===== src/design/mem_sel_pkg.sv =====
// Constants shared by the memory-select controller and its processor end.
// Assumes a 100 MHz system clock and one 16-bit address space per strobe.
package mem_sel_pkg;

	// ----------------------------------------------------------------
	// Timing
	// ----------------------------------------------------------------
	localparam int CLK_PERIOD_NS = 10;
	localparam int RECOVER_NS = 25000;
	localparam int RECOVER_CYC = RECOVER_NS / CLK_PERIOD_NS;
	localparam int PROG_TIMEOUT_NS = 20000;
	localparam int PROG_TIMEOUT_CYC = PROG_TIMEOUT_NS / CLK_PERIOD_NS;
	localparam int ERASE_TIMEOUT_MS = 30;
	localparam int ERASE_TIMEOUT_CYC =
		ERASE_TIMEOUT_MS * 1000000 / CLK_PERIOD_NS;

	// ----------------------------------------------------------------
	// Flash command codes and unlock addresses
	// ----------------------------------------------------------------
	localparam logic [7:0] UNLOCK1_DATA = 8'haa;
	localparam logic [7:0] UNLOCK2_DATA = 8'h55;
	localparam logic [11:0] UNLOCK1_ADDR = 12'h555;
	localparam logic [11:0] UNLOCK2_ADDR = 12'haaa;
	localparam logic [7:0] CMD_PROGRAM = 8'ha0;
	localparam logic [7:0] CMD_ERASE_SETUP = 8'h80;
	localparam logic [7:0] CMD_SECTOR_ERASE = 8'h30;
	localparam logic [7:0] CMD_BULK_ERASE = 8'h10;
	localparam logic [7:0] CMD_RESET = 8'hf0;

	// ----------------------------------------------------------------
	// Status byte bit positions
	// ----------------------------------------------------------------
	localparam int STAT_ERROR_BIT = 5;
	localparam int STAT_TOGGLE_BIT = 6;

	// ----------------------------------------------------------------
	// Address windows: match when (addr & mask) == base
	// ----------------------------------------------------------------
	localparam logic [15:0] SRAM_BASE0 = 16'h8000;
	localparam logic [15:0] SRAM_MASK0 = 16'hf800;
	localparam logic [15:0] SRAM_BASE1 = 16'h2000;
	localparam logic [15:0] SRAM_MASK1 = 16'he000;
	localparam logic [15:0] IO_BASE = 16'hff00;
	localparam logic [15:0] IO_MASK = 16'hff00;
	localparam logic [15:0] PIO_BASE = 16'hfe00;
	localparam logic [15:0] PIO_MASK = 16'hff00;
	localparam logic [15:0] PRIM_MASK = 16'he000;
	localparam logic [15:0] SEC_BASE = 16'h8000;
	localparam logic [15:0] SEC_MASK = 16'hf000;

	// ----------------------------------------------------------------
	// Device registers inside the control register space
	// ----------------------------------------------------------------
	localparam logic [7:0] PRIM_PROT_OFS = 8'hc0;
	localparam logic [7:0] SEC_PROT_OFS = 8'hc2;
	localparam logic [7:0] SPACE_MAP_OFS = 8'he2;
	localparam logic [7:0] SPACE_MAP_RESET = 8'h0c;
	localparam int SECURITY_BIT = 7;
	localparam int MAP_SRAM_CODE = 0;
	localparam int MAP_SEC_CODE = 1;
	localparam int MAP_PRIM_CODE = 2;
	localparam int MAP_SEC_DATA = 3;
	localparam int MAP_PRIM_DATA = 4;
	localparam int MAP_PERIPHERAL_IO_MODE_ENABLE = 7;

	// ----------------------------------------------------------------
	// Processor end APB registers
	// ----------------------------------------------------------------
	localparam logic [7:0] APB_CMD_OFS = 8'h00;
	localparam logic [7:0] APB_STATUS_OFS = 8'h04;
	localparam logic [7:0] APB_CTRL_OFS = 8'h08;
	localparam logic [1:0] OP_FETCH = 2'h0;
	localparam logic [1:0] OP_READ = 2'h1;
	localparam logic [1:0] OP_WRITE = 2'h2;

	function automatic logic win_match(input logic [15:0] addr,
		input logic [15:0] base, input logic [15:0] mask);
		return (addr & mask) == base;
	endfunction

endpackage


===== src/design/mem_sel_if.sv =====
// Link between the processor end and the memory-select controller.
// Assumes both ends share one clock; the bench joins the two modports.
`timescale 1ns/1ns
interface mem_sel_if;
	logic [15:0] addr;
	logic [7:0] wdata;
	logic fetch;
	logic rd;
	logic wr;
	logic flash_rst_n;
	logic [7:0] rdata;
	logic ack;

	modport dev (
		input addr, wdata, fetch, rd, wr, flash_rst_n,
		output rdata, ack
	);
	modport mcu (
		output addr, wdata, fetch, rd, wr, flash_rst_n,
		input rdata, ack
	);
endinterface


===== src/design/select_priority.sv =====
// Address decode, space gating and overlap priority for memory selects.
// Purely combinational; the caller registers the results.
`timescale 1ns/1ns
module select_priority (
	// Access
	input wire logic [15:0] addr,
	input wire logic fetch,
	input wire logic data,
	input wire logic [7:0] space_map,
	// Selects
	output logic sram_select,
	output logic io_select,
	output logic pio_select,
	output logic [7:0] primary_sector_selects,
	output logic [3:0] secondary_sector_selects
);
	logic sram_hit;
	logic io_hit;
	logic pio_hit;
	logic level1;
	logic sec_ok;
	logic prim_ok;
	logic [3:0] sec_raw;

	always_comb begin
		// Two product terms only for the SRAM window
		sram_hit = mem_sel_pkg::win_match(addr, mem_sel_pkg::SRAM_BASE0,
			mem_sel_pkg::SRAM_MASK0) | mem_sel_pkg::win_match(addr,
			mem_sel_pkg::SRAM_BASE1, mem_sel_pkg::SRAM_MASK1);
		io_hit = mem_sel_pkg::win_match(addr, mem_sel_pkg::IO_BASE,
			mem_sel_pkg::IO_MASK);
		pio_hit = mem_sel_pkg::win_match(addr, mem_sel_pkg::PIO_BASE,
			mem_sel_pkg::PIO_MASK) & space_map[mem_sel_pkg::MAP_PERIPHERAL_IO_MODE_ENABLE];
		sram_select = sram_hit &
			(data | (fetch & space_map[mem_sel_pkg::MAP_SRAM_CODE]));
		io_select = io_hit & data;
		pio_select = pio_hit & data;
		sec_ok = (fetch & space_map[mem_sel_pkg::MAP_SEC_CODE]) |
			(data & space_map[mem_sel_pkg::MAP_SEC_DATA]);
		prim_ok = (fetch & space_map[mem_sel_pkg::MAP_PRIM_CODE]) |
			(data & space_map[mem_sel_pkg::MAP_PRIM_DATA]);
		// Level one beats every flash sector
		level1 = sram_select | io_select | pio_select;
		for (int j = 0; j < 4; j++) begin
			sec_raw[j] = mem_sel_pkg::win_match(addr,
				mem_sel_pkg::SEC_BASE + 16'(j * 16'h1000),
				mem_sel_pkg::SEC_MASK);
		end
		secondary_sector_selects = (sec_ok & ~level1) ? sec_raw : 4'h0;
		for (int i = 0; i < 8; i++) begin
			// Secondary sector wins an overlap with a primary one
			primary_sector_selects[i] = prim_ok & ~level1 &
				~(|secondary_sector_selects) &
				mem_sel_pkg::win_match(addr, 16'(i * 16'h2000),
				mem_sel_pkg::PRIM_MASK);
		end
	end
endmodule // select_priority


===== src/design/memory_select_protect_ctrl.sv =====
// Memory-select, sector protection and flash command controller.
// Assumes a processor end on the link, flash array and memories on the
// user side, all on clk; protection and supply levels are pins.
//
// How it works
// - Program or erase of protected sector ignored
// - Verify of protected sector reads stored data
// - Protection bits readable, never writable by processor
// - Primary protect register: bit i, sector i
// - Secondary protect bits 0-3, security bit 7
// - Reset instruction: one write, optional unlock pair
// - Processor resets flash after status reads, errors
// - After error, reset restores read mode quickly
// - Reset ignored during byte program or bulk erase
// - Reset aborts sector erase, read within 25us
// - Reset pin aborts cycle, read within 25us
// - Reset pulses should last at least 25us
// - SRAM select uses at most two terms
// - Battery indicator high while battery feeds SRAM
// - Secondary sector beats overlapping primary sector
// - SRAM and I/O beat any flash sector
// - Decode respects three priority levels, no overlap
// - Sector windows fit sector; secondary windows share addresses with primary 4, 5
// - Space map starts configured, writable at run time
// - Space map bits gate strobe access per memory
// - Separate spaces use space map value 0Ch
// - Bits 2 and 4 give combined primary space
// - Error flag on timeout or unerased bit
`timescale 1ns/1ns
module memory_select_protect_ctrl #(
	parameter int ERASE_TIMEOUT = mem_sel_pkg::ERASE_TIMEOUT_CYC
) (
	// Clock and reset
	input wire logic clk,
	input wire logic nrst,
	input wire logic ce,
	// Processor link
	mem_sel_if.dev link,
	// Protection and supply pins
	input wire logic [7:0] prim_prot_pin,
	input wire logic [3:0] sec_prot_pin,
	input wire logic security_pin,
	input wire logic battery_ind_enable,
	input wire logic supply_below_battery,
	input wire logic standby_supply_input,
	// Memory selects
	output logic sram_select,
	output logic io_select,
	output logic pio_select,
	output logic [7:0] primary_sector_selects,
	output logic [3:0] secondary_sector_selects,
	output logic battery_on_indicator,
	output logic error_flag,
	// Flash array
	input wire logic [7:0] mem_rdata,
	input wire logic arr_done,
	output logic arr_prog,
	output logic arr_sector_erase,
	output logic arr_bulk_erase,
	output logic arr_abort,
	output logic [15:0] arr_addr,
	output logic [7:0] arr_wdata
);
	typedef enum {
		READ_ST, UNLK_A, UNLK_B, PROG_DATA, PROGRAMMING, ER_SETUP,
		ER_UNLK_A, ER_UNLK_B, SECTOR_ERASING, BULK_ERASING, ERROR_ST,
		RECOVER
	} flash_state_t;

	flash_state_t state_r;
	logic [7:0] map_r;
	logic [7:0] prot_p_s1_r, prot_p_r;
	logic [4:0] pins_s1_r, pins_r;
	logic [31:0] cnt_r;
	logic toggle_r;
	logic take;
	logic is_data;
	logic g_sram, g_io, g_pio;
	logic [7:0] g_prim;
	logic [3:0] g_sec;
	logic flash_hit;
	logic prot_hit;
	logic [7:0] reg_rdata;
	logic [11:0] low_addr;
	logic cmd_reset;

	// ----------------------------------------------------------------
	// Decode
	// ----------------------------------------------------------------
	assign is_data = link.rd | link.wr;
	assign take = (link.fetch | is_data) & ~link.ack;
	assign low_addr = link.addr[11:0];
	assign flash_hit = (|g_prim) | (|g_sec);
	assign prot_hit = (|(g_prim & prot_p_r)) |
		(|(g_sec & pins_r[3:0]));
	assign cmd_reset = link.wr & flash_hit &
		(link.wdata == mem_sel_pkg::CMD_RESET);

	select_priority u_dec (
		.addr(link.addr),
		.fetch(link.fetch),
		.data(is_data),
		.space_map(map_r),
		.sram_select(g_sram),
		.io_select(g_io),
		.pio_select(g_pio),
		.primary_sector_selects(g_prim),
		.secondary_sector_selects(g_sec)
	);

	always_comb begin
		case (link.addr[7:0])
		mem_sel_pkg::PRIM_PROT_OFS: reg_rdata = prot_p_r;
		mem_sel_pkg::SEC_PROT_OFS:
			reg_rdata = {pins_r[4], 3'h0, pins_r[3:0]};
		mem_sel_pkg::SPACE_MAP_OFS: reg_rdata = map_r;
		default: reg_rdata = 8'h00;
		endcase
	end

	// ----------------------------------------------------------------
	// Pin synchronisers
	// ----------------------------------------------------------------
	always_ff @(posedge clk or negedge nrst) begin
		if (!nrst) begin
			prot_p_s1_r <= 8'h00;
			prot_p_r <= 8'h00;
			pins_s1_r <= 5'h00;
			pins_r <= 5'h00;
		end else if (ce) begin
			prot_p_s1_r <= prim_prot_pin;
			prot_p_r <= prot_p_s1_r;
			pins_s1_r <= {security_pin, sec_prot_pin};
			pins_r <= pins_s1_r;
		end
	end

	// ----------------------------------------------------------------
	// Space map register
	// ----------------------------------------------------------------
	// Protection registers have no write path at all
	always_ff @(posedge clk or negedge nrst) begin
		if (!nrst) begin
			map_r <= mem_sel_pkg::SPACE_MAP_RESET;
		end else if (ce && take && link.wr && g_io &&
			link.addr[7:0] == mem_sel_pkg::SPACE_MAP_OFS) begin
			map_r <= link.wdata;
		end
	end

	// ----------------------------------------------------------------
	// Link answer and registered selects
	// ----------------------------------------------------------------
	always_ff @(posedge clk or negedge nrst) begin
		if (!nrst) begin
			link.ack <= 1'b0;
			link.rdata <= 8'h00;
			toggle_r <= 1'b0;
			sram_select <= 1'b0;
			io_select <= 1'b0;
			pio_select <= 1'b0;
			primary_sector_selects <= 8'h00;
			secondary_sector_selects <= 4'h0;
			battery_on_indicator <= 1'b0;
		end else if (ce) begin
			link.ack <= take;
			sram_select <= g_sram;
			io_select <= g_io;
			pio_select <= g_pio;
			primary_sector_selects <= g_prim;
			secondary_sector_selects <= g_sec;
			battery_on_indicator <= battery_ind_enable &
				supply_below_battery & standby_supply_input;
			if (take && !link.wr) begin
				if (g_io) begin
					link.rdata <= reg_rdata;
				end else if (flash_hit && state_r != READ_ST &&
					state_r != RECOVER) begin
					// Status polling in every state except read and recovery
					link.rdata <= {1'b0, toggle_r, error_flag, 5'h00};
					toggle_r <= ~toggle_r;
				end else begin
					link.rdata <= mem_rdata;
				end
			end
		end
	end

	// ----------------------------------------------------------------
	// Flash command sequencer
	// ----------------------------------------------------------------
	always_ff @(posedge clk or negedge nrst) begin
		if (!nrst) begin
			state_r <= READ_ST;
			cnt_r <= 32'h0;
			error_flag <= 1'b0;
			arr_prog <= 1'b0;
			arr_sector_erase <= 1'b0;
			arr_bulk_erase <= 1'b0;
			arr_abort <= 1'b0;
			arr_addr <= 16'h0000;
			arr_wdata <= 8'h00;
		end else if (ce) begin
			arr_prog <= 1'b0;
			arr_sector_erase <= 1'b0;
			arr_bulk_erase <= 1'b0;
			arr_abort <= 1'b0;
			if (!link.flash_rst_n) begin
				// Pin reset aborts anything; busy cycles need recovery
				if (state_r == PROGRAMMING || state_r == SECTOR_ERASING ||
					state_r == BULK_ERASING) begin
					arr_abort <= 1'b1;
					state_r <= RECOVER;
					cnt_r <= 32'(mem_sel_pkg::RECOVER_CYC);
				end else if (state_r != RECOVER) begin
					state_r <= READ_ST;
				end
				error_flag <= 1'b0;
			end else begin
				case (state_r)
				READ_ST, UNLK_A, UNLK_B: begin
					if (take && link.wr && flash_hit) begin
						if (cmd_reset) begin
							state_r <= READ_ST;
						end else if (state_r == READ_ST &&
							low_addr == mem_sel_pkg::UNLOCK1_ADDR &&
							link.wdata == mem_sel_pkg::UNLOCK1_DATA) begin
							state_r <= UNLK_A;
						end else if (state_r == UNLK_A &&
							low_addr == mem_sel_pkg::UNLOCK2_ADDR &&
							link.wdata == mem_sel_pkg::UNLOCK2_DATA) begin
							state_r <= UNLK_B;
						end else if (state_r == UNLK_B &&
							link.wdata == mem_sel_pkg::CMD_PROGRAM) begin
							state_r <= PROG_DATA;
						end else if (state_r == UNLK_B &&
							link.wdata == mem_sel_pkg::CMD_ERASE_SETUP) begin
							state_r <= ER_SETUP;
						end else begin
							state_r <= READ_ST;
						end
					end
				end
				PROG_DATA: begin
					if (take && link.wr && flash_hit) begin
						arr_addr <= link.addr;
						arr_wdata <= link.wdata;
						if (prot_hit) begin
							state_r <= READ_ST;
						end else if (|(link.wdata & ~mem_rdata)) begin
							error_flag <= 1'b1;
							state_r <= ERROR_ST;
						end else begin
							arr_prog <= 1'b1;
							cnt_r <= 32'(mem_sel_pkg::PROG_TIMEOUT_CYC);
							state_r <= PROGRAMMING;
						end
					end
				end
				ER_SETUP, ER_UNLK_A, ER_UNLK_B: begin
					if (take && link.wr && flash_hit) begin
						if (state_r == ER_SETUP &&
							link.wdata == mem_sel_pkg::UNLOCK1_DATA) begin
							state_r <= ER_UNLK_A;
						end else if (state_r == ER_UNLK_A &&
							link.wdata == mem_sel_pkg::UNLOCK2_DATA) begin
							state_r <= ER_UNLK_B;
						end else if (state_r == ER_UNLK_B &&
							link.wdata == mem_sel_pkg::CMD_SECTOR_ERASE &&
							!prot_hit) begin
							arr_addr <= link.addr;
							arr_sector_erase <= 1'b1;
							cnt_r <= 32'(ERASE_TIMEOUT);
							state_r <= SECTOR_ERASING;
						end else if (state_r == ER_UNLK_B &&
							link.wdata == mem_sel_pkg::CMD_BULK_ERASE &&
							prot_p_r == 8'h00 && pins_r[3:0] == 4'h0) begin
							arr_bulk_erase <= 1'b1;
							cnt_r <= 32'(ERASE_TIMEOUT);
							state_r <= BULK_ERASING;
						end else begin
							state_r <= READ_ST;
						end
					end
				end
				PROGRAMMING, BULK_ERASING, SECTOR_ERASING: begin
					// Reset is ignored unless a sector erase runs
					if (state_r == SECTOR_ERASING && take && cmd_reset) begin
						arr_abort <= 1'b1;
						cnt_r <= 32'(mem_sel_pkg::RECOVER_CYC);
						state_r <= RECOVER;
					end else if (arr_done) begin
						state_r <= READ_ST;
					end else if (cnt_r <= 32'h1) begin
						arr_abort <= 1'b1;
						error_flag <= 1'b1;
						state_r <= ERROR_ST;
					end else begin
						cnt_r <= cnt_r - 32'h1;
					end
				end
				ERROR_ST: begin
					if (take && cmd_reset) begin
						error_flag <= 1'b0;
						state_r <= READ_ST;
					end
				end
				RECOVER: begin
					if (cnt_r <= 32'h1) begin
						state_r <= READ_ST;
					end else begin
						cnt_r <= cnt_r - 32'h1;
					end
				end
				default: state_r <= READ_ST;
				endcase
			end
		end
	end
endmodule // memory_select_protect_ctrl


===== src/flat_wrapper.sv =====
// flat-port wrapper written by rule: the top's interface ports become plain ports
module memory_select_protect_ctrl_flat 
#(
	parameter int ERASE_TIMEOUT = mem_sel_pkg::ERASE_TIMEOUT_CYC
)
  (clk, nrst, ce, prim_prot_pin, sec_prot_pin, security_pin, battery_ind_enable, supply_below_battery, standby_supply_input, sram_select, io_select, pio_select, primary_sector_selects, secondary_sector_selects, battery_on_indicator, error_flag, mem_rdata, arr_done, arr_prog, arr_sector_erase, arr_bulk_erase, arr_abort, arr_addr, arr_wdata, link_addr, link_wdata, link_fetch, link_rd, link_wr, link_flash_rst_n, link_rdata, link_ack);
  mem_sel_if link_i ();
  input wire logic clk;
  input wire logic nrst;
  input wire logic ce;
  input wire logic [7:0] prim_prot_pin;
  input wire logic [3:0] sec_prot_pin;
  input wire logic security_pin;
  input wire logic battery_ind_enable;
  input wire logic supply_below_battery;
  input wire logic standby_supply_input;
  output logic sram_select;
  output logic io_select;
  output logic pio_select;
  output logic [7:0] primary_sector_selects;
  output logic [3:0] secondary_sector_selects;
  output logic battery_on_indicator;
  output logic error_flag;
  input wire logic [7:0] mem_rdata;
  input wire logic arr_done;
  output logic arr_prog;
  output logic arr_sector_erase;
  output logic arr_bulk_erase;
  output logic arr_abort;
  output logic [15:0] arr_addr;
  output logic [7:0] arr_wdata;
  input wire logic [$bits(link_i.addr)-1:0] link_addr;
  input wire logic [$bits(link_i.wdata)-1:0] link_wdata;
  input wire logic [$bits(link_i.fetch)-1:0] link_fetch;
  input wire logic [$bits(link_i.rd)-1:0] link_rd;
  input wire logic [$bits(link_i.wr)-1:0] link_wr;
  input wire logic [$bits(link_i.flash_rst_n)-1:0] link_flash_rst_n;
  output wire logic [$bits(link_i.rdata)-1:0] link_rdata;
  output wire logic [$bits(link_i.ack)-1:0] link_ack;
  assign link_i.addr = link_addr;
  assign link_i.wdata = link_wdata;
  assign link_i.fetch = link_fetch;
  assign link_i.rd = link_rd;
  assign link_i.wr = link_wr;
  assign link_i.flash_rst_n = link_flash_rst_n;
  assign link_rdata = link_i.rdata;
  assign link_ack = link_i.ack;
  memory_select_protect_ctrl #(.ERASE_TIMEOUT(ERASE_TIMEOUT)) u_core (.clk(clk), .nrst(nrst), .ce(ce), .link(link_i), .prim_prot_pin(prim_prot_pin), .sec_prot_pin(sec_prot_pin), .security_pin(security_pin), .battery_ind_enable(battery_ind_enable), .supply_below_battery(supply_below_battery), .standby_supply_input(standby_supply_input), .sram_select(sram_select), .io_select(io_select), .pio_select(pio_select), .primary_sector_selects(primary_sector_selects), .secondary_sector_selects(secondary_sector_selects), .battery_on_indicator(battery_on_indicator), .error_flag(error_flag), .mem_rdata(mem_rdata), .arr_done(arr_done), .arr_prog(arr_prog), .arr_sector_erase(arr_sector_erase), .arr_bulk_erase(arr_bulk_erase), .arr_abort(arr_abort), .arr_addr(arr_addr), .arr_wdata(arr_wdata));
endmodule

===== config.mk =====
export PLATFORM = sky130hd
export DESIGN_NAME = memory_select_protect_ctrl_flat
export DESIGN_NICKNAME = d
export VERILOG_FILES = /design/src/design/mem_sel_pkg.sv /design/src/design/mem_sel_if.sv /design/src/design/select_priority.sv /design/src/design/memory_select_protect_ctrl.sv /design/src/flat_wrapper.sv
export SDC_FILE = /design/constraint.sdc
export NUM_CORES = 1
export LEC_CHECK = 0
export BUFFER_PORTS_ARGS = -buffer_cell sky130_fd_sc_hd__clkbuf_2
export CORE_UTILIZATION = 59
export CTS_BUF_LIST = sky130_fd_sc_hd__clkbuf_8
export CTS_CLUSTER_DIAMETER = 100
export DETAILED_ROUTE_END_ITERATION = 10
export HOLD_SLACK_MARGIN = 0.05
export PLACE_DENSITY = 0.92
export SYNTH_ARGS = -nofsm -noshare
export SYNTH_HDL_FRONTEND = slang
export SYNTH_SLANG_ARGS = --single-unit

===== constraint.sdc =====
create_clock -name clk -period 3.4 [get_ports clk]
set_input_delay 0.68 -clock clk [delete_from_list [all_inputs] [get_ports clk]]
set_output_delay 0.68 -clock clk [all_outputs]
set_load 0.03 [all_outputs]

# Word level (Yosys, flattened, before mapping)
# Index checks and enable logic that the tools add are counted.
dict set report totals {
  register_bits 153
  out_inout_bits 54
  word_cells 271
}
dict set report op_classes {
  n_addsub 1
  order_cmp 1
  eq_ne 69
  mux 80
  bitwise_logic 44
  n_reduce_logical 53
}
# operator count
set ops {}
lappend ops {{$mux 32} 32}
lappend ops {{$eq 32x4->1 const B} 8}
lappend ops {{$pmux 32 s6} 1}
lappend ops {{$eq 32x3->1 const B} 5}
lappend ops {{$pmux 32 s4} 1}
lappend ops {{$eq 32x2->1 const B} 3}
lappend ops {{$mux 16} 5}
lappend ops {{$eq 8x8->1 const B} 9}
lappend ops {{$eq 32x5->1 const B} 2}
lappend ops {{$logic_not 32->1} 2}
lappend ops {{$eq 32x1->1 const B} 1}
lappend ops {{$le 32x1->1 const B} 1}
lappend ops {{$mux 1} 32}
lappend ops {{$ne 32x5->1 const B} 1}
lappend ops {{$pmux 16 s2} 1}
lappend ops {{$reduce_bool 32->1} 1}
lappend ops {{$sub 32x1->32 const B} 1}
lappend ops {{$and 1x1->1} 25}
lappend ops {{$logic_and 1x1->1} 25}
lappend ops {{$pmux 8 s3} 1}
lappend ops {{$reduce_or 8->1} 3}
lappend ops {{$ne 3x2->1 const B} 7}
lappend ops {{$ne 3x3->1 const B} 6}
lappend ops {{$and 8x8->8} 2}
lappend ops {{39 further kinds} 73}

# Longest topological paths before layout
# Gate-level depths: netlist (run 1).
dict set report logic_depth {
  depth_word 23
  depth_mapped 11
}

# Cells and area by module
# From an unflattened synthesis (run 1), not the netlist that was laid out.
dict set report hier_totals {
  hier_cells 706
  area_unflattened_um2 7000.5
}
# module n_inst cells_each area_each_um2 seq_area_each_um2
set modules_own_cells {}
lappend modules_own_cells {memory_select_protect_ctrl 1 667 6765.2 3130.5}
lappend modules_own_cells {select_priority 1 39 235.2 0.0}

# Worst setup path after synthesis (run 1)
# OpenSTA, ideal clock, no wires.
dict set report synth_timing {
  kind {input-to-reg}
  startpoint {in link_addr[12]}
  endpoint {reg u_core.arr_addr[10]}
  setup_ns 0.125
  t_arrival_ns 3.031
  required_ns 3.275
  path_slack_ns 0.244
  cell_stages 10
  cell_sequence {buf_2 > or4b_4 > a221oi_4 > nor2_1 > a22oi_4 > nand2_2 > a211o_1 > buf_4 > buf_6 > mux2_4}
}
dict set report synth_between {
  elab_chain_cells 19
}
# element line
set synth_rtl {}
lappend synth_rtl {{start, declared} flat_wrapper.sv:32} ;# input wire logic [$bits(link_i.addr)-1:0] link_addr;
lappend synth_rtl {{$eq 5x5->1} mem_sel_pkg.sv:78} ;# return (addr & mask) == base;
lappend synth_rtl {{$or 1x1->1} select_priority.sv:28} ;# mem_sel_pkg::SRAM_MASK0) | mem_sel_pkg::win_match(addr,
lappend synth_rtl {{$and 1x1->1} select_priority.sv:34} ;# sram_select = sram_hit &
lappend synth_rtl {{$or 1x1->1 (2 in a row)} select_priority.sv:43} ;# level1 = sram_select | io_select | pio_select;
lappend synth_rtl {{$not 1->1} {select_priority.sv:49, select_priority.sv:52}}
lappend synth_rtl {{$and 1x1->1} select_priority.sv:49} ;# secondary_sector_selects = (sec_ok & ~level1) ? sec_raw : 4'h0;
lappend synth_rtl {{$mux 4} select_priority.sv:49}
lappend synth_rtl {{$reduce_or 4->1} {select_priority.sv:53, memory_select_protect_ctrl.sv:93}}
lappend synth_rtl {{(+2 left out)} -}
lappend synth_rtl {{$and 1x1->1} select_priority.sv:53} ;# ~(|secondary_sector_selects) &
lappend synth_rtl {{$and 8x8->8} memory_select_protect_ctrl.sv:94} ;# assign prot_hit = (|(g_prim & prot_p_r)) |
lappend synth_rtl {{$reduce_or 8->1} memory_select_protect_ctrl.sv:94}
lappend synth_rtl {{$or 1x1->1} memory_select_protect_ctrl.sv:94}
lappend synth_rtl {{$logic_not 1->1} memory_select_protect_ctrl.sv:270} ;# !prot_hit) begin
lappend synth_rtl {{$logic_and 1x1->1} memory_select_protect_ctrl.sv:269} ;# link.wdata == mem_sel_pkg::CMD_SECTOR_ERASE &&
lappend synth_rtl {{$ne 2x1->1 (no source line)} -}
lappend synth_rtl {{$reduce_and 8->1 (no source line) *} -}
lappend synth_rtl {{end signal, assigned} memory_select_protect_ctrl.sv:246} ;# arr_addr <= link.addr;
lappend synth_rtl {{end signal, assigned} memory_select_protect_ctrl.sv:271} ;# arr_addr <= link.addr;
lappend synth_rtl {{end, declared} memory_select_protect_ctrl.sv:61} ;# output logic [15:0] arr_addr,
# Mark *: on every way between the ends. The rest lies on a longest branch, timed or not.
# A chain may end at the register's enable or synchronous reset.

# Worst setup path after layout (run 1)
dict set report layout_timing {
  startpoint {reg u_core.cnt_r[6]}
  endpoint {reg u_core.cnt_r[20]}
}
dict set report layout_between {
  elab_chain_cells 6
}
# element line
set layout_rtl {}
lappend layout_rtl {{start, declared} memory_select_protect_ctrl.sv:74} ;# logic [31:0] cnt_r;
lappend layout_rtl {{start signal, assigned} memory_select_protect_ctrl.sv:214} ;# cnt_r <= 32'(mem_sel_pkg::RECOVER_CYC);
lappend layout_rtl {{start signal, assigned} memory_select_protect_ctrl.sv:255} ;# cnt_r <= 32'(mem_sel_pkg::PROG_TIMEOUT_CYC);
lappend layout_rtl {{start signal, assigned} memory_select_protect_ctrl.sv:273} ;# cnt_r <= 32'(ERASE_TIMEOUT);
lappend layout_rtl {{$sub 32x1->32 / $le 32x1->1 (equally long branches)} -}
lappend layout_rtl {{$mux 32 *} {memory_select_protect_ctrl.sv:294, memory_select_protect_ctrl.sv:309}}
lappend layout_rtl {{$mux 32} memory_select_protect_ctrl.sv:292} ;# end else if (arr_done) begin
lappend layout_rtl {{$mux 32} memory_select_protect_ctrl.sv:288} ;# if (state_r == SECTOR_ERASING && take && cmd_reset) begin
lappend layout_rtl {{$pmux 32 s4 *} memory_select_protect_ctrl.sv:220} ;# case (state_r)
lappend layout_rtl {{$mux 32 *} memory_select_protect_ctrl.sv:208} ;# if (!link.flash_rst_n) begin
# Mark *: on every way between the ends. The rest lies on a longest branch, timed or not. The select of a mux whose other input is x is not followed.

==> results of run 1 <==
==> metal layers <==
layer	vias to the layer above	part of all wire
met4	0	0.040
li1	2874	-
met5	-	0
met1	3142	0.41
met2	343	0.48
met3	72	0.067
==> state kept, by name (all words and copies together), names as in the netlist, 5 cells and up <==
signal	flops
u_core.prot_p_r	8
u_core.pins_s1_r	5
u_core.map_r	8
u_core.cnt_r	32
u_core.primary_sector_selects	8
u_core.link.rdata	8
u_core.arr_addr	16
u_core.arr_wdata	8
u_core.pins_r	5
u_core.prot_p_s1_r	8
==> cells by family (layout without fill, tap and decap cells) <==
group                      count (synthesis)  after routing  synth area share
and+or+nand+nor                          239            239             0.188
AOI/OAI and AO/OA                        204            204             0.206
DFF                                      125            125             0.462
buffers and inverters                     64            206            0.0403
muxes                                     57             57            0.0960
adders and majority gates                  3              3           0.00517
xor gates and xnor gates                   2              2           0.00259
==> critical path: stages, from the launching register on <==
cell and delay (ns):
dfrtp_1 0.39, or4_1 0.63, or3_1 0.56, nor3_2 0.25, nand3b_1 0.27, or4_1 0.55
o21a_1 0.20, o21ai_0 0.14, o41ai_1 0.09
==> stage by stage <==
| stage | setup slack (ns) | instances | area, um^2 | total power [mW] |
|---|---|---|---|---|
| 2_1_floorplan | 0.244 | 694 | 6770 | 3.18 |
| 3_3_place_gp | 0.144 | 944 | 7630 | 3.69 |
| 3_5_place_dp | 0.107 | 944 | 7630 | 3.75 |
| 4_1_cts | 0.203 | 976 | 8090 | 5.23 |
| 5_1_grt | 0.0417 | 976 | 8090 | 5.51 |
| 6_report | 0.197 | 976 | 8090 | 5.25 |
==> where the power goes <==
group | internal, mW | total (mW) | leakage, nW | switching (mW)
clock network | 0.873 | 1.47 | 0.229 | 0.597
registers | 1.75 | 1.97 | 1.61 | 0.223
logic | 0.652 | 1.81 | 1.84 | 1.16
==> placed cells by master, fill, tap and decap left out, types with 5 or more instances in the layout <==
master and count:
o31ai_1 7, dfrtp_1 123, o2bb2ai_1 8, and2_1 7, nand2_1 56, o21ai_1 8, nand3_1 11, o211ai_1 5
a31oi_1 15, o22a_1 6, o41ai_1 6, nand4_1 9, mux2_2 47, clkbuf_2 108, nor4_1 13, o32ai_1 6
or3_1 7, buf_4 32, o22ai_1 5, o21ai_0 68, clkbuf_8 21, nand2b_1 10, mux2i_1 5, a22oi_1 6
nor3_1 21, nor2_1 51, a21o_1 5, a21oi_1 21, or4_1 13, inv_1 31, nor2b_1 9
==> final timing paths <==
path / start / end / slack (ns) / cells after the start
worst max register to register: u_core.cnt_r[6]$_DFFE_PN0P_ / u_core.cnt_r[20]$_DFFE_PN0P_ / 0.20 / 8
max in group asynchronous: nrst / u_core.map_r[3]$_DFFE_PN1P_ / 2.27 / 2
min in group clk: prim_prot_pin[0] / u_core.prot_p_s1_r[0]$_DFFE_PN0P_ / 0.47 / 2
worst max-delay path: u_core.cnt_r[6]$_DFFE_PN0P_ / u_core.cnt_r[20]$_DFFE_PN0P_ / 0.20 / 8
worst min register to register: u_core.toggle_r$_DFFE_PN0P_ / u_core.toggle_r$_DFFE_PN0P_ / 0.48 / 1
worst min-delay path: nrst / u_core.arr_addr[1]$_DFFE_PN0P_ / 0.25 / 1
==> repair_timing <==
action                                  4_1_cts  5_1_grt
endpoints found under the hold margin         0        0
endpoints found under the setup margin        0        3
resized for setup                             0        1
==> final cells by class <==
class | instances | area [um^2] | share of cell area
sequential | 125 | 3130 | 0.387
clock buffer | 21 | 289 | 0.0357
clock inverter | 11 | 163 | 0.0201
timing repair buffer | 143 | 841 | 0.104
tap | 140 | 175 | 0.0217
inverter | 31 | 116 | 0.0144
multi-input combinational | 505 | 3380 | 0.417
==> reports/metrics.yaml, run 1 <==
die_w_um: 109
hold_viol_final: 0
cap_violations: 0
drt_wl_total_mm: 19.9
tns_ns: 0
synth_seq_cells: 125
via_per_inst: 6.59
grt_overflow: 0
drc: 0
drive_gt1_frac: 0.291
n_antenna_cell: 0
status: "completed"
synth.top_cells.by_count: "123 x dfrtp_1, 68 x o21ai_0, 56 x nand2_1"
setup_viol: 0
grt_usage: 0.351
clock_path_buffers: 2
cts_max_level: 4
rsz0062_at_grt: "no"
clk_pin_slew_ns: 0.07
grt_pass1_vias: 6190
cts-root-buf: "clkbuf_8"
fmax_mhz: 312
port_buffers: 109
fp-row-count: 38
finalCriticalPeriod_ns: 3.20
cp-end-kind: "register"
synth_warnings: 0
synth_area_um2: 6770
synthTopCellsByArea: "dfrtp_1 45%, mux2_2 7.8%, o21ai_0 5.0%"
fin_crit_sh: 0.942
synth_cell_type_count: 80
clkLatencyLatePin_ns: 0.44
start_util: 0.614
synthCells: 694
cts-buffers-inserted: 17
cp.arrival_ns: 3.53
cts_hold_buf: 0
fin_util: 0.733
synth.largest_area_cell: "dfrtp_1"
cts_setup_buffers: 0
antenna_found_initial: 0
required_ns: 3.73
area_growth_pct: 19.4
p_per_area_nw_per_um2: 649
finalClockSkew_ns: 0.00847
crit_fanout: 11
grt_pass1_wl_mm: 31.5
detail_route.first_pass.iterations: 6
place.gp.congestion: 0.937
dr.first_iter.drc_count: 630
design.core.area_um2: 11000
grt-busiest-layer: "met2"
yosysMostFrequentCell: "dfrtp_1"
finalMaxSlewViolations: 0
die_y_um: 109
worstMarginPinSlew_ns: 0.948
design.die.area_um2: 11900
nFillCells: 777
irDropWorstVdd_mv: 0.444
synth_top_area_frac: 0.454
dp_hpwl_mm: 14.3
nets: 881
cts_tree: "done"
start_kind: "register"
p_leak_nw: 3.68
grt_use_met1: 0.443
synth_fp_nets: 752
hold_class: "primary input to async pin"
ios: 110
postRouteAntennaNets: 0
setup.worst_path.class: "register to register"
async_flop_share: 1.00
grtUsageMet2: 0.572
vias: 6431
synth-edff-count: 0
slew_headroom: 0.364
timing.hold.ws_ns: 0.249
cts_sinks: 125
syn_avg_cell_area_um2: 9.76
routedWlPerCell_um: 20.4
grt_max_degree: 80
yosysSeqAreaShare: 0.462
ys.flop_type: "dfrtp_1"
met3_usage: 0.0663
Note: power is estimated with default switching activity, not from simulation.
==> inputs of run 2 (changes only) <==
Settings changed: CORE_MARGIN set to 3.
==> run 2 against run 1 <==
  * Count of clock-buffer cells in the layout shrank 2
  * Non-clock buffer count grew 3
  * Wire length grew 2.2%
  * Worst hold slack lost 0.0070 ns
  * Fmax shrank 0.45%
  * Critical path type unchanged
  * Largest cell class unchanged
  * Highest routed layer unchanged
==> reports/metrics.yaml, run 2 (same netlist as run 1, synthesis figures left out) <==
status: "completed"
grt_max_degree: 48  # -40%
cp.buffers_inverters: 0  # unchanged
cts_sinks: 125  # unchanged
n_antenna_cell: 0  # unchanged
clk_pin_slew_ns: 0.08  # about the same
fin_crit_sh: 0.946  # +0.00426
grt_use_met1: 0.431  # -0.0122
cp.arrival_ns: 3.56  # +0.03 ns
slew_headroom: 0.365  # +0.00123
required_ns: 3.74  # about the same
grt_usage: 0.329  # -0.0213
grt_pass1_vias: 6443  # +4.1%
cts-buffers-inserted: 17  # unchanged
max_stage_delay_ns: 0.62  # about the same
cpMaxStageDelayCell: "or4_1"
detail_route.first_pass.iterations: 6  # unchanged
place.gp.congestion: 0.962  # +2.7%
seqPwrFrac: 0.386  # +0.010
met3_usage: 0.0722  # +0.00584
largest_register: "u_core.cnt_r"
design.core.area_um2: 11000  # unchanged
mostFrequentLayoutCell: "dfrtp_1"
crit_fanout: 11  # unchanged
drc: 0  # unchanged
p_per_area_nw_per_um2: 637  # -1.9%
dr.first_iter.drc_count: 713  # +13%
fin_util: 0.730  # -0.00374
drt_wl_total_mm: 20.4  # +2.2%
switching_share: 0.397  # +0.0204
power.total_mw: 5.13  # -2.4%
fp-row-count: 38  # unchanged
reg.largest.list: "u_core.cnt_r: 32 flops, u_core.arr_addr: 16 flops"
finalClockSkew_ns: 0.0150  # +0.00650 ns
largest_reg_flops: 32  # unchanged
crit_family: "simple AND/OR/NAND/NOR gates"
grt-busiest-layer: "met2"
ios: 110  # unchanged
grt_overflow: 0  # unchanged
cts-root-buf: "clkbuf_8"
setup_viol: 0  # unchanged
finalMaxSlewViolations: 0  # unchanged
final_cell_mix: "123 x dfrtp_1, 108 x clkbuf_2, 68 x o21ai_0, 56 x nand2_1, 51 x nor2_1"
antenna_found_initial: 0  # unchanged
via_per_inst: 6.63  # +0.67%
port_buffers: 109  # unchanged
path_cells: "or4_1 > or3_1 > nor3_2 > nand3b_1 > or4_1 > o21a_1 > o21ai_0 > o41ai_1"
worstMarginPinSlew_ns: 0.946  # -0.00183 ns
area_growth_pct: 18.8
dp_hpwl_mm: 14.7  # +2.8%
die_w_um: 113  # +3.7%
irDropWorstVdd_mv: 0.439  # -1.3%
postRouteAntennaNets: 0  # unchanged
cts_tree: "done"
cts_max_level: 4  # unchanged
timing.hold.ws_ns: 0.242  # -0.00696 ns
routedWlPerCell_um: 20.8  # +1.9%
cp-end-kind: "register"
p_leak_nw: 3.67  # -0.48%
intPower_mw: 3.09  # -5.6%
design.die.area_um2: 12800  # +7.5%
clock_path_buffers: 2  # unchanged
start_kind: "register"
cts_setup_buffers: 0  # unchanged
grtUsageMet2: 0.516  # -0.0561
comb_power_share: 0.355  # +0.011
power.switching_mw: 2.04  # +2.9%
nets: 884  # +0.34%
fmax_mhz: 311  # -0.45%
finalCriticalPeriod_ns: 3.22  # +0.0145 ns
hold_viol_final: 0  # unchanged
cap_violations: 0  # unchanged
setup.worst_path.class: "register to register"
start_util: 0.614  # unchanged
grt_pass1_wl_mm: 33.4  # +6.1%
tns_ns: 0  # unchanged
drive_gt1_frac: 0.294  # +0.00373
clkPwrFrac: 0.259  # -0.021
vias: 6494  # +0.98%
die_y_um: 113  # +3.7%
clkLatencyLatePin_ns: 0.46  # +0.02 ns
hold_class: "primary input to async pin"
cp_common_cell: "or4_1"
## run 2: power groups by stage
stage | logic [mW] | registers (mW) | clock network [mW]
6_report | 1.82 | 1.98 | 1.33
5_1_grt | 1.97 | 2.01 | 1.41
4_1_cts | 1.79 | 1.97 | 1.34
3_5_place_dp | 1.78 | 1.99 | 0
3_3_place_gp | 1.72 | 1.97 | 0
2_1_floorplan | 0.985 | 2.20 | 0
## run 2: stage by stage
| step | setup WS, ns | area, um^2 | std cells |
|---|---|---|---|
| finish | 0.183 | 8050 | 979 |
| global route | -0.0132 | 8050 | 979 |
| CTS | 0.208 | 8040 | 979 |
| detailed placement | -0.00565 | 7640 | 947 |
| global placement | 0.0661 | 7640 | 947 |
| floorplan | 0.244 | 6770 | 694 |
## run 2: final timing paths
path / startpoint / cells past startpoint / slack [ns] / end
max in group asynchronous: nrst / 2 / 2.25 / u_core.cnt_r[22]$_DFFE_PN0P_
min in group clk: prim_prot_pin[3] / 2 / 0.45 / u_core.prot_p_s1_r[3]$_DFFE_PN0P_
setup reg to reg: u_core.cnt_r[6]$_DFFE_PN0P_ / 8 / 0.18 / u_core.cnt_r[20]$_DFFE_PN0P_
setup / recovery: u_core.cnt_r[6]$_DFFE_PN0P_ / 8 / 0.18 / u_core.cnt_r[20]$_DFFE_PN0P_
hold reg to reg: u_core.cnt_r[30]$_DFFE_PN0P_ / 1 / 0.49 / u_core.cnt_r[30]$_DFFE_PN0P_
hold / removal: nrst / 1 / 0.24 / u_core.secondary_sector_selects[1]$_DFFE_PN0P_
## run 2: cell type report
cell class | count | area, um^2
Clock inverter | 13 | 139
Timing Repair Buffer | 146 | 851
Tap cell | 140 | 175
Sequential cell | 125 | 3130
Multi-Input combinational cell | 505 | 3380
Inverter | 31 | 116
Fill cell | 781 | 2980
Clock buffer | 19 | 262
## run 2: timing repair
| item | 4_1_cts | 5_1_grt |
|---|---|---|
| setup endpoints to repair | 0 | 3 |
| hold buffers | 0 | 0 |
| hold endpoints to repair | 0 | 0 |
| resized for setup | 0 | 1 |
## run 2: metal layers
metal	routed length, um	vias up
met5	0	-
met4	954	0
met2	9700	403
met3	1670	84
met1	8030	3140
li1	-	2867
==> inputs of run 3 (changes only) <==
Clock period 3.4 ns to 3.7 ns, I/O delays scaled along.
==> run 3 against run 2 <==
  * Combinational power down 12%
  * Power decreased by 10%
  * Critical path depth unchanged
  * Sequential cell count is the same
  * Global-route usage shrank 2.2 points
  * Critical endpoint is now u_core.cnt_r[14]$_DFFE_PN0P_
  * Largest power group unchanged
==> reports/metrics.yaml, run 3 (same netlist as run 1, synthesis figures left out) <==
detail_route.first_pass.iterations: 6  # unchanged
cap_violations: 0  # unchanged
p_per_area_nw_per_um2: 586  # -8.1%
die_y_um: 113  # unchanged
design.die.area_um2: 12800  # unchanged
cts_hold_buf: 0  # unchanged
fin_ws_ns: 0.454  # +0.272 ns
cts_resized: 0  # unchanged
hold_class: "primary input to async pin"
via_per_inst: 6.57  # -0.96%
nFillCells: 818  # +4.7%
port_buffers: 109  # unchanged
worstMarginPinSlew_ns: 0.961  # +0.0154 ns
cpMaxStageDelayCell: "nor4_1"
drive_gt1_frac: 0.277  # -0.0176
p_leak_nw: 3.55  # -3.1%
grt_usage: 0.307  # -0.0225
design.core.area_um2: 11000  # unchanged
dp_worst_setup_slack_ns: 0.147  # +0.152 ns
cts_tree: "done"
hold_viol_final: 0  # unchanged
fin_util: 0.714  # -0.0158
ios: 110  # unchanged
largest_register: "u_core.cnt_r"
clock_path_buffers: 2  # unchanged
vias: 6307  # -2.9%
area_growth_pct: 16.3
start_kind: "register"
finalMaxSlewViolations: 0  # unchanged
grt_pass1_wl_mm: 31.2  # -6.4%
grt_max_degree: 80  # +67%
finalClockSkew_ns: 0.0144  # -0.000573 ns
reg.largest.list: "u_core.cnt_r: 32 flops, u_core.arr_addr: 16 flops"
nets: 865  # -2.1%
status: "completed"
dr.first_iter.drc_count: 719  # +0.84%
final_cell_mix: "123 x dfrtp_1, 108 x clkbuf_2, 68 x o21ai_0, 56 x nand2_1, 51 x nor2_1"
max_stage_delay_ns: 0.68  # +0.06 ns
grt-busiest-layer: "met2"
met3_usage: 0.0813  # +0.00909
start_util: 0.614  # unchanged
clk_pin_slew_ns: 0.09  # about the same
drt_wl_total_mm: 19.2  # -5.8%
tns_ns: 0  # unchanged
finalCriticalPeriod_ns: 3.25  # +0.0282 ns
grt_overflow: 0  # unchanged
n_antenna_cell: 0  # unchanged
cts-root-buf: "clkbuf_8"
cts-buffers-inserted: 17  # unchanged
drc: 0  # unchanged
slew_headroom: 0.355  # -0.0104
cp.arrival_ns: 3.62  # +0.06 ns
largest_reg_flops: 32  # unchanged
fmax_mhz: 308  # -0.87%
cts_max_level: 4  # unchanged
dp_hpwl_mm: 14.0  # -5.0%
cts_setup_buffers: 0  # unchanged
path_cells: "or4_1 > nor4_1 > nand4b_1 > and2_1 > and3b_1 > o21ai_0 > o22ai_1 > a21o_1"
place.gp.congestion: 1.01  # +5.1%
routedWlPerCell_um: 20.0  # -3.9%
grt_use_met1: 0.409  # -0.0215
cts_sinks: 125  # unchanged
setup.worst_path.class: "register to register"
mostFrequentLayoutCell: "dfrtp_1"
setup_viol: 0  # unchanged
fp-row-count: 38  # unchanged
grt_pass1_vias: 6138  # -4.7%
cp-end-kind: "register"
grtUsageMet2: 0.478  # -0.0379
die_w_um: 113  # unchanged
postRouteAntennaNets: 0  # unchanged
rsz0062_at_grt: "no"
clkLatencyLatePin_ns: 0.47  # about the same
required_ns: 4.07  # +0.33 ns
power.total_mw: 4.61  # -10%
irDropWorstVdd_mv: 0.411  # -6.3%
antenna_found_initial: 0  # unchanged
fin_crit_sh: 0.877  # -0.0691
crit_fanout: 7  # -4
-- run 3: final timing paths --
kind / cells after the start / end / startpoint / slack [ns]
min reg2reg: 1 / u_core.cnt_r[30]$_DFFE_PN0P_ / u_core.cnt_r[30]$_DFFE_PN0P_ / 0.49
min in group clk: 1 / u_core.cnt_r[30]$_DFFE_PN0P_ / u_core.cnt_r[30]$_DFFE_PN0P_ / 0.49
max reg2reg: 8 / u_core.cnt_r[14]$_DFFE_PN0P_ / u_core.cnt_r[19]$_DFFE_PN0P_ / 0.45
max: 8 / u_core.cnt_r[14]$_DFFE_PN0P_ / u_core.cnt_r[19]$_DFFE_PN0P_ / 0.45
max in group asynchronous: 2 / u_core.map_r[3]$_DFFE_PN1P_ / nrst / 2.58
min: 1 / u_core.arr_addr[8]$_DFFE_PN0P_ / nrst / 0.27
-- run 3: per-layer routing --
metal | vias to the layer above | share of wire
li1 | 2825 | -
met5 | - | 0
met1 | 3022 | 0.40
met3 | 62 | 0.10
met4 | 0 | 0.027
met2 | 398 | 0.47
-- run 3: area by class of cell --
type	instances	area, um^2	share of cell area
Inverter	31	116	0.0148
Sequential cell	125	3130	0.398
Clock inverter	15	153	0.0194
Tap cell	140	175	0.0222
Timing Repair Buffer	127	696	0.0883
Multi-Input combinational cell	505	3370	0.428
Clock buffer	17	234	0.0297
-- run 3: critical path, delay by kind of cell, from the launching register on --
kind | cells | cell delay [ns]
simple gates | 5 | 2.25
compound gates | 3 | 0.45
flops | 1 | 0.43
-- run 3: metrics by stage --
step	area [um^2]	cells	hold WS [ns]
after floorplan	6770	694	0.437
after detailed placement	7490	928	0.465
after global routing	7880	960	0.306
after global placement	7490	928	0.454
final	7880	960	0.267
after CTS	7880	960	0.283
-- run 3: power breakdown --
group	switching, mW	internal [mW]	total (mW)
Clock	0.629	0.550	1.18
Sequential	0.213	1.61	1.82
Combinational	1.04	0.575	1.61
Total	1.88	2.73	4.61
